===== src/gpio_expander_pkg.sv =====
package gpio_expander_pkg;

    // command pointer codes, one per byte register
    localparam logic [7:0] REG_PORT0_PIN_LEVELS = 8'h00;
    localparam logic [7:0] REG_PORT1_PIN_LEVELS = 8'h01;
    localparam logic [7:0] REG_PORT0_DRIVE_LATCH = 8'h02;
    localparam logic [7:0] REG_PORT1_DRIVE_LATCH = 8'h03;
    localparam logic [7:0] REG_PORT0_INVERT_MASK = 8'h04;
    localparam logic [7:0] REG_PORT1_INVERT_MASK = 8'h05;
    localparam logic [7:0] REG_PORT0_DIRECTION = 8'h06;
    localparam logic [7:0] REG_PORT1_DIRECTION = 8'h07;
    localparam logic [7:0] REG_LAST = 8'h07;

    // pointer code of the first writable register, which is index 0 in the flop array
    localparam logic [2:0] RW_BASE = 3'h2;
    localparam int RW_COUNT = 6;

    localparam logic [7:0] DRIVE_LATCH_RESET = 8'hFF;
    localparam logic [7:0] INVERT_MASK_RESET = 8'h00;
    localparam logic [7:0] DIRECTION_RESET = 8'hFF;
    localparam logic [7:0] RW_RESET [0:5] = '{
        DRIVE_LATCH_RESET, DRIVE_LATCH_RESET,
        INVERT_MASK_RESET, INVERT_MASK_RESET,
        DIRECTION_RESET, DIRECTION_RESET
    };
    localparam logic [7:0] POINTER_RESET = 8'h00;
    // edges after reset before the synchronised pins are real
    localparam logic [1:0] SNAP_WAIT_RESET = 2'h3;

    // 7-bit bus address: fixed upper bits, select pin as lowest bit
    localparam logic [5:0] BUS_ADDR_UPPER = 6'h10;

    localparam logic [3:0] BITS_PER_BYTE = 4'h8;
    localparam int SYNC_STAGES = 2;
    localparam int PORT_WIDTH = 8;

    typedef enum logic [2:0] {
        ST_IDLE = 3'h0,
        ST_ADDR = 3'h1,
        ST_ADDR_ACK = 3'h3,
        ST_WRITE = 3'h2,
        ST_WRITE_ACK = 3'h6,
        ST_READ = 3'h7,
        ST_READ_ACK = 3'h5
    } serial_state_t;

endpackage : gpio_expander_pkg


===== src/gpio_expander.sv =====
// How it works
// - input-mode pin: both high-side and low-side drivers off.
// - output-mode pin: exactly one driver on, chosen by its latch bit.
// - start is data falling while clock high; begins a transaction.
// - address byte arrives msb first; last bit is read/write.
// - own address acknowledged by holding data low through ninth clock.
// - data changes only with clock low; else it is start or stop.
// - stop is data rising while clock high; ends the transaction.
// - each byte is eight bits plus acknowledge; any byte count.
// - sender releases data before acknowledge; acker holds it low.
// - device acks every received byte; master acks every read byte but the last.
// - on master not-acknowledge the device releases data for stop.
// - bus address is 010000 plus select pin: 0x20 or 0x21.
// - direction bit 1 means read, 0 means write.
// - first byte of a write is the command, kept in the pointer.
// - pointer values 0 to 7 pick one of the eight registers; higher values read zero.
// - reads keep using the stored pointer until a new command.
// - pin level registers show live pins; writes to them ignored.
// - latch reads return the flop; latch ignored for input pins.
// - invert bit 1 flips reported input level, 0 keeps it.
// - direction bit 1 makes an input, 0 makes an output.
// - reset: latches and directions all ones, invert masks zero.
// - multi-byte write alternates between the two registers of a pair.
// - multi-byte read alternates between the two registers of a pair.
// - reset pin low returns registers and serial machine to defaults.
// - input pin edge asserts interrupt; pin return, read or stop clear.
`timescale 1ns/10ps
module gpio_expander
    import gpio_expander_pkg::*;
(
    input wire logic ref_clk_i,
    input wire logic reset_n_i,
    input wire logic scl_i,
    input wire logic sda_i,
    output logic sda_o,
    output logic sda_oe_o,
    input wire logic addr_sel_i,
    input wire logic [15:0] port_pin_i,
    output logic [15:0] port_pin_o,
    output logic [15:0] port_pin_oe_o,
    output logic [15:0] high_side_driver_o,
    output logic [15:0] low_side_driver_o,
    output logic int_n_o,
    output logic int_n_oe_o
);

    logic [18:0] raw_in;
    logic [18:0] synced;

    assign raw_in = {addr_sel_i, sda_i, scl_i, port_pin_i};

    gpio_sync2 #(
        .WIDTH(19)
    ) u_sync (
        .ref_clk_i(ref_clk_i),
        .reset_n_i(reset_n_i),
        .async_i(raw_in),
        .sync_o(synced)
    );

    wire [15:0] pins = synced[15:0];
    wire scl = synced[16];
    wire sda = synced[17];
    wire addr_sel = synced[18];

    serial_state_t state;
    logic scl_d;
    logic sda_d;
    logic [3:0] bit_cnt;
    logic [7:0] shift;
    logic [7:0] pointer;
    logic cmd_phase;
    logic rw_bit;
    logic sda_drive;
    logic [7:0] rw_reg [0:RW_COUNT-1];
    logic [15:0] snap;
    // synchroniser resets to zero, so the first snapshot must wait for it
    logic [1:0] snap_wait;
    wire snap_load = (snap_wait == 2'h1);
    wire snap_ready = (snap_wait == 2'h0);

    // edge and condition detection on the sampled bus lines
    wire scl_rise = scl & ~scl_d;
    wire scl_fall = ~scl & scl_d;
    wire start_seen = scl & scl_d & sda_d & ~sda;
    wire stop_seen = scl & scl_d & ~sda_d & sda;
    wire byte_done = scl_fall & (bit_cnt == BITS_PER_BYTE);

    // address compare; the select pin is assumed steady per transaction
    wire addr_hit = (shift[7:1] == {BUS_ADDR_UPPER, addr_sel});

    wire [15:0] latch_all = {rw_reg[1], rw_reg[0]};
    wire [15:0] invert_all = {rw_reg[3], rw_reg[2]};
    wire [15:0] dir_all = {rw_reg[5], rw_reg[4]};

    // reported levels follow pins in either direction; invert on inputs
    wire [15:0] level_all = pins ^ (invert_all & dir_all);

    wire ptr_valid = (pointer <= REG_LAST);
    wire ptr_writable = ptr_valid & (pointer[2:0] >= RW_BASE);
    wire [2:0] rw_idx = 3'(pointer[2:0] - RW_BASE);
    wire ptr_is_level = ptr_valid & (pointer[2:1] == 2'b00);
    wire [7:0] next_pointer = ptr_valid ? {pointer[7:1], ~pointer[0]}
                                        : pointer;

    function automatic logic [7:0] read_byte(input logic [7:0] ptr);
        logic [2:0] idx;
        idx = 3'(ptr[2:0] - RW_BASE);
        if (ptr > REG_LAST) begin
            read_byte = 8'h00;
        end else if (ptr[2:1] == 2'b00) begin
            read_byte = ptr[0] ? level_all[15:8] : level_all[7:0];
        end else begin
            read_byte = rw_reg[idx];
        end
    endfunction : read_byte

    wire [7:0] rd_data = read_byte(pointer);

    // a change on any input-mode pin against the last cleared snapshot
    wire int_pending = |((pins ^ snap) & dir_all);

    always_ff @(posedge ref_clk_i or negedge reset_n_i) begin
        if (!reset_n_i) begin
            scl_d <= 1'b1;
            sda_d <= 1'b1;
        end else begin
            scl_d <= scl;
            sda_d <= sda;
        end
    end

    // serial slave machine; reset pin puts it back to idle
    always_ff @(posedge ref_clk_i or negedge reset_n_i) begin
        if (!reset_n_i) begin
            state <= ST_IDLE;
            bit_cnt <= 4'h0;
            shift <= 8'h00;
            pointer <= POINTER_RESET;
            cmd_phase <= 1'b0;
            rw_bit <= 1'b0;
            sda_drive <= 1'b0;
            snap <= 16'h0000;
            snap_wait <= SNAP_WAIT_RESET;
            for (int i = 0; i < RW_COUNT; i++) begin
                rw_reg[i] <= RW_RESET[i];
            end
        end else begin
            if (!snap_ready) begin
                snap_wait <= 2'(snap_wait - 2'h1);
            end
            if (snap_load) begin
                snap <= pins;
            end
            if (start_seen) begin
                // repeated start also lands here and keeps the pointer
                state <= ST_ADDR;
                bit_cnt <= 4'h0;
                sda_drive <= 1'b0;
            end else if (stop_seen) begin
                state <= ST_IDLE;
                sda_drive <= 1'b0;
                snap <= pins;
            end else begin
                case (state)
                    ST_IDLE: begin
                        sda_drive <= 1'b0;
                    end
                    ST_ADDR, ST_WRITE: begin
                        if (scl_rise) begin
                            shift <= {shift[6:0], sda};
                            bit_cnt <= 4'(bit_cnt + 4'h1);
                        end else if (byte_done) begin
                            if (state == ST_ADDR) begin
                                if (addr_hit) begin
                                    sda_drive <= 1'b1;
                                    rw_bit <= shift[0];
                                    state <= ST_ADDR_ACK;
                                end else begin
                                    state <= ST_IDLE;
                                end
                            end else begin
                                sda_drive <= 1'b1;
                                state <= ST_WRITE_ACK;
                                if (cmd_phase) begin
                                    pointer <= shift;
                                    cmd_phase <= 1'b0;
                                end else begin
                                    if (ptr_writable) begin
                                        rw_reg[rw_idx] <= shift;
                                    end
                                    pointer <= next_pointer;
                                end
                            end
                        end
                    end
                    ST_ADDR_ACK: begin
                        if (scl_fall) begin
                            bit_cnt <= 4'h0;
                            if (rw_bit) begin
                                shift <= rd_data;
                                sda_drive <= ~rd_data[7];
                                state <= ST_READ;
                            end else begin
                                sda_drive <= 1'b0;
                                cmd_phase <= 1'b1;
                                state <= ST_WRITE;
                            end
                        end
                    end
                    ST_WRITE_ACK: begin
                        if (scl_fall) begin
                            sda_drive <= 1'b0;
                            bit_cnt <= 4'h0;
                            state <= ST_WRITE;
                        end
                    end
                    ST_READ: begin
                        if (scl_rise) begin
                            bit_cnt <= 4'(bit_cnt + 4'h1);
                        end else if (byte_done) begin
                            sda_drive <= 1'b0;
                            state <= ST_READ_ACK;
                        end else if (scl_fall) begin
                            shift <= {shift[6:0], 1'b0};
                            sda_drive <= ~shift[6];
                        end
                    end
                    ST_READ_ACK: begin
                        if (scl_rise) begin
                            // a port read clears its interrupt, ack or not
                            if (ptr_is_level) begin
                                if (pointer[0]) begin
                                    snap[15:8] <= pins[15:8];
                                end else begin
                                    snap[7:0] <= pins[7:0];
                                end
                            end
                            if (sda) begin
                                state <= ST_IDLE;
                            end else begin
                                pointer <= next_pointer;
                            end
                        end else if (scl_fall) begin
                            bit_cnt <= 4'h0;
                            shift <= rd_data;
                            sda_drive <= ~rd_data[7];
                            state <= ST_READ;
                        end
                    end
                    default: begin
                        state <= ST_IDLE;
                    end
                endcase
            end
        end
    end

    // port drivers; input mode turns both transistors off
    wire [15:0] drive_en = ~dir_all;
    wire [15:0] next_high = latch_all & drive_en;
    wire [15:0] next_low = ~latch_all & drive_en;

    always_ff @(posedge ref_clk_i or negedge reset_n_i) begin
        if (!reset_n_i) begin
            port_pin_o <= 16'hFFFF;
            port_pin_oe_o <= 16'h0000;
            high_side_driver_o <= 16'h0000;
            low_side_driver_o <= 16'h0000;
        end else begin
            port_pin_o <= latch_all;
            port_pin_oe_o <= drive_en;
            high_side_driver_o <= next_high;
            low_side_driver_o <= next_low;
        end
    end

    // open-drain lines: the level is always low, only the enable moves
    always_ff @(posedge ref_clk_i or negedge reset_n_i) begin
        if (!reset_n_i) begin
            sda_o <= 1'b0;
            sda_oe_o <= 1'b0;
            int_n_o <= 1'b0;
            int_n_oe_o <= 1'b0;
        end else begin
            sda_o <= 1'b0;
            sda_oe_o <= sda_drive;
            int_n_o <= 1'b0;
            int_n_oe_o <= int_pending & snap_ready;
        end
    end

endmodule : gpio_expander


===== src/gpio_sync2.sv =====
`timescale 1ns/10ps
module gpio_sync2 #(
    parameter int WIDTH = 1
) (
    input wire logic ref_clk_i,
    input wire logic reset_n_i,
    input wire logic [WIDTH-1:0] async_i,
    output logic [WIDTH-1:0] sync_o
);
    // first stage is read by the second stage only
    logic [WIDTH-1:0] meta;

    always_ff @(posedge ref_clk_i or negedge reset_n_i) begin
        if (!reset_n_i) begin
            meta <= '0;
            sync_o <= '0;
        end else begin
            meta <= async_i;
            sync_o <= meta;
        end
    end
endmodule : gpio_sync2


===== config.mk =====
export PLATFORM = sky130hd
export DESIGN_NAME = gpio_expander
export DESIGN_NICKNAME = d
export VERILOG_FILES = /design/src/gpio_expander_pkg.sv /design/src/gpio_expander.sv /design/src/gpio_sync2.sv
export SDC_FILE = /design/constraint.sdc
export NUM_CORES = 1
export LEC_CHECK = 0
export BUFFER_PORTS_ARGS = -buffer_cell sky130_fd_sc_hd__buf_4
export CORE_ASPECT_RATIO = 1.5
export CORE_MARGIN = 2
export CORE_UTILIZATION = 50
export CTS_CLUSTER_SIZE = 20
export DETAILED_ROUTE_END_ITERATION = 10
export GPL_TIMING_DRIVEN = 0
export PLACE_DENSITY = 0.81
export RECOVER_POWER = 25
export SLEW_MARGIN = 20
export SYNTH_ARGS = -nofsm -noshare
export SYNTH_HDL_FRONTEND = slang
export SYNTH_SLANG_ARGS = --single-unit

===== constraint.sdc =====
create_clock -name ref_clk_i -period 4.25 [get_ports ref_clk_i]
set_input_delay 1.0625 -clock ref_clk_i [delete_from_list [all_inputs] [get_ports ref_clk_i]]
set_output_delay 1.0625 -clock ref_clk_i [all_outputs]
set_load 0.01 [all_outputs]

==> metrics.md <==
| Metric | Value |
|---|---|
| Outcome | `finished, violations left` |
| Failing checks | `capacitance limit, slew limit` |
| WL/cell | `19.50 um` |
| Starting DRT DRC Count | `between 400 and 500` |
| Sink Count | `198` |
| Peak supply drop | `212.8 uV` |
| Max transition margin | `-41.54%` |
| Unrepaired setup endpoints after global routing | `false` |
| DRT antenna net count | `0` |
| Setup-failing EPs final | `0` |
| Startpoint types | `register` |
| Grt ovf | `0` |
| Dpl cells | `1016` |
| Req. time, crit path | `roughly 4.6 ns` |
| Worst path cell trace | `clkbuf_1 > or3b_1 > a2111oi_4 > nand4b_1 > mux2_2` |
| EDFF count, synth | `0` |
| Worst-Skew Late Latency | `0.44 ns` |
| CTS root buf | `clkbuf_16` |
| # rows | `58` |
| Port Buffers | `86` |
| Share of layout cells above drive strength 1 | `about 23%` |
| Seq/Total Area, Yosys | `59.71%` |
| Worst-Margin Slew | `2.123 ns` |
| Max_cap viols | `1` |
| P_leak | `~0.0043 uW` |
| Hpwl dp | `14340 um` |
| Worst Hold Class | `reg2reg` |
| Number of buffers created by CTS | `17` |
| Die area | `17890 um2` |
| Critical path's slowest cell | `nand4b_1` |
| Synth warn | `0` |
| Drt first pass iters | `6` |
| Antenna diode count | `0` |
| All-Layer GR Usage | `24.07%` |
| Hold Slack | `0.3451 ns` |
| Clock skew | `0.01490 ns` |
| H-tree levels | `4` |
| Final GP Congestion | `about 0.93` |
| First-pass GRT wire length | `between 30000 and 40000 um` |
| Post-route cell area | `9995 um2` |
| Max Root-Sink Buffers | `2` |
| Vias per cell | `around 5.8` |
| CP Max Fanout | `9` |
| Via Count | `6082` |
| Slew Viols, Final | `36` |
| Final period util | `71.66%` |
| Synth Flop Type | `dfrtp_1` |
| Syn Std Cell Area | `between 8000 and 9000 um2` |
| Vias in the first global route | `6033` |
| Most area-consuming cells after synthesis | `dfrtp_1, dfstp_2, mux2_2` |
| Fin. Hold Viols | `0` |
| Placed cell areas | `9389 um2` |
| Synthesized area per cell | `11.74 um2` |
| Synth top area share | `43.46%` |
| CTS tree | `yes` |
| Cell Count, Final, Fillers Out | `1048` |
| Post-CTS sizing | `0` |
| Post-synthesis register bit count | `198` |
| Worst-path clk slew | `~0.08 ns` |
| Die height | `162.8 um` |
| Core Area | `16620 um2` |
| Pin count of the biggest net entering global routing | `92` |
| Worst path arrival time | `roughly 3.4 ns` |
| Starting utilization of the core area | `50.59%` |
| Tmin final | `3.045 ns` |
| Top Ports | `around 90` |
| Final Util | `60.14%` |
| Post-Syn Instances | `a little over 700` |
| Post-CTS Setup Inserts | `0` |
| Die Span X | `around 110 um` |
| CP Class | `reg2reg` |
| Number of library cell types mapped by synthesis | `59` |
| # hold bufs at CTS | `0` |
| Layout Nets | `858` |
| # DRC | `0` |
| WL final | `20440 um` |
| Number of fill cells | `1344` |
| Max Fclk | `0.3284 GHz` |
| PwrDens | `381.5 nW/um2` |
| Crit path capture type | `register` |
| Synth area leader | `dfrtp_1` |
| Initial antenna violation count | `0` |
| Setup TNS | `0 ns` |
| Post-synth ARST share | `100.0%` |
| Crit path largest cell delay | `0.69 ns` |
| Layout area overhead | `18.89%` |
synthesized netlist by cell type (8+ instances only):
master,number
dfrtp_1,146
dfstp_2,52
o21ai_0,50
nand2_1,48
mux2i_1,41
mux2_2,39
inv_1,37
nor2_1,32
nor2b_1,29
a21oi_1,24
clkbuf_1,23
nand3_1,23
xnor2_1,19
o22ai_1,18
a21o_1,17
ha_1,12
a32oi_1,8
nand2b_1,8
critical path, delay by kind of cell, from the launching register on:
| kind | cells | cell delay [ns] |
|---|---|---|
| muxes | 1 | 0.51 |
| buffers and inverters | 1 | 0.31 |
| AOI/OAI and AO/OA | 1 | 0.65 |
| and+or+nand+nor | 2 | 1.17 |
| DFF | 1 | 0.33 |
worst paths after layout:
kind	startpoint	endpoint	slack, ns	cells past startpoint
worst max-delay path	state[1]	latch_all[6]	1.20	5
worst min-delay path	u_sync.meta[11]	u_sync.sync_o[11]	0.35	0
worst max register to register	state[1]	latch_all[6]	1.20	5
worst min register to register	u_sync.meta[11]	u_sync.sync_o[11]	0.35	0
max in group asynchronous	reset_n_i	dir_all[1]	1.71	2
min in group asynchronous	reset_n_i	state[2]	1.23	1
cells by family (layout without fill, tap and decap cells):
family	after synthesis	count (layout)	share of synthesized area, %
muxes	80	80	10.11
and+or+nand+nor	182	182	11.12
DFF	198	198	59.71
AOI/OAI and AO/OA	155	155	11.95
other	1	2	0.04461
buffers and inverters	67	188	3.095
adders and majority gates	12	12	1.786
xor gates and xnor gates	21	21	2.188
where the power goes:
part	internal, uW	switching, uW
clock	809	822
sequential	1940	47.5
combinational	94.3	97.7
total	2850	967
state kept, by name, indices dropped and copies added (netlist names), 4 cells and up:
name                cells
bit_cnt                 4
snap                   16
u_sync.sync_o          19
shift                   8
pointer                 8
u_sync.meta            19
port_pin_oe_o          16
high_side_driver_o     16
low_side_driver_o      16
port_pin_o             16
dir_all                16
latch_all              16
invert_all             16
per-layer routing:
layer | part of all wire, % | global-route usage [%] | vias up
li1 | - | - | 2739
met1 | 38 | 29.17 | 3003
met2 | 51 | 40.66 | 279
met3 | 6.4 | 3.922 | 61
met4 | 4.6 | 12.49 | 0
met5 | 0 | 0 | -
cell type report:
class / instances / area [um2] / share of cell area [%]
Multi-Input combinational cell: 452 / 3131 / 31.32
Inverter: 38 / 142.6 / 1.427
Tap cell: 210 / 262.8 / 2.629
Sequential cell: 198 / 5020 / 50.23
Clock inverter: 15 / 191.4 / 1.915
Clock buffer: 17 / 425.4 / 4.256
Buffer: 29 / 117.6 / 1.177
Timing Repair Buffer: 89 / 704.4 / 7.048
through the flow:
step                setup WS [ns]  total power [uW]
floorplan                   1.954              2126
global placement           0.9051              2206
detailed placement          1.245              2220
CTS                         1.209              3848
global route                1.007              3952
finish                      1.205              3813
cell usage in the layout (no fill, tap or decap), types with 3 or more instances in the layout:
cell type	netlist	layout
mux2i_1	41	41
o41ai_1	3	3
and3b_1	3	3
o31ai_1	7	7
ha_1	12	12
clkinv_8	0	5
dfstp_1	0	27
a21o_1	17	17
nor2_1	32	32
dfstp_2	52	25
a21oi_1	24	24
mux2_2	39	39
inv_8	0	3
nand2_1	48	48
nor3_1	6	6
o22ai_1	18	18
buf_1	3	3
inv_1	37	37
nor4_1	6	6
clkbuf_1	23	24
and2_1	3	3
inv_6	0	3
clkbuf_4	0	14
buf_4	2	74
or2_2	3	3
o21ai_0	50	50
a32oi_1	8	8
nor3b_1	3	3
or3_1	7	7
o211ai_1	6	6
nor2b_1	29	29
dfrtp_1	146	146
xnor2_1	19	19
clkbuf_16	0	17
nand3_1	23	23
nand2b_1	8	8
Power figures use the tool's default switching activity.
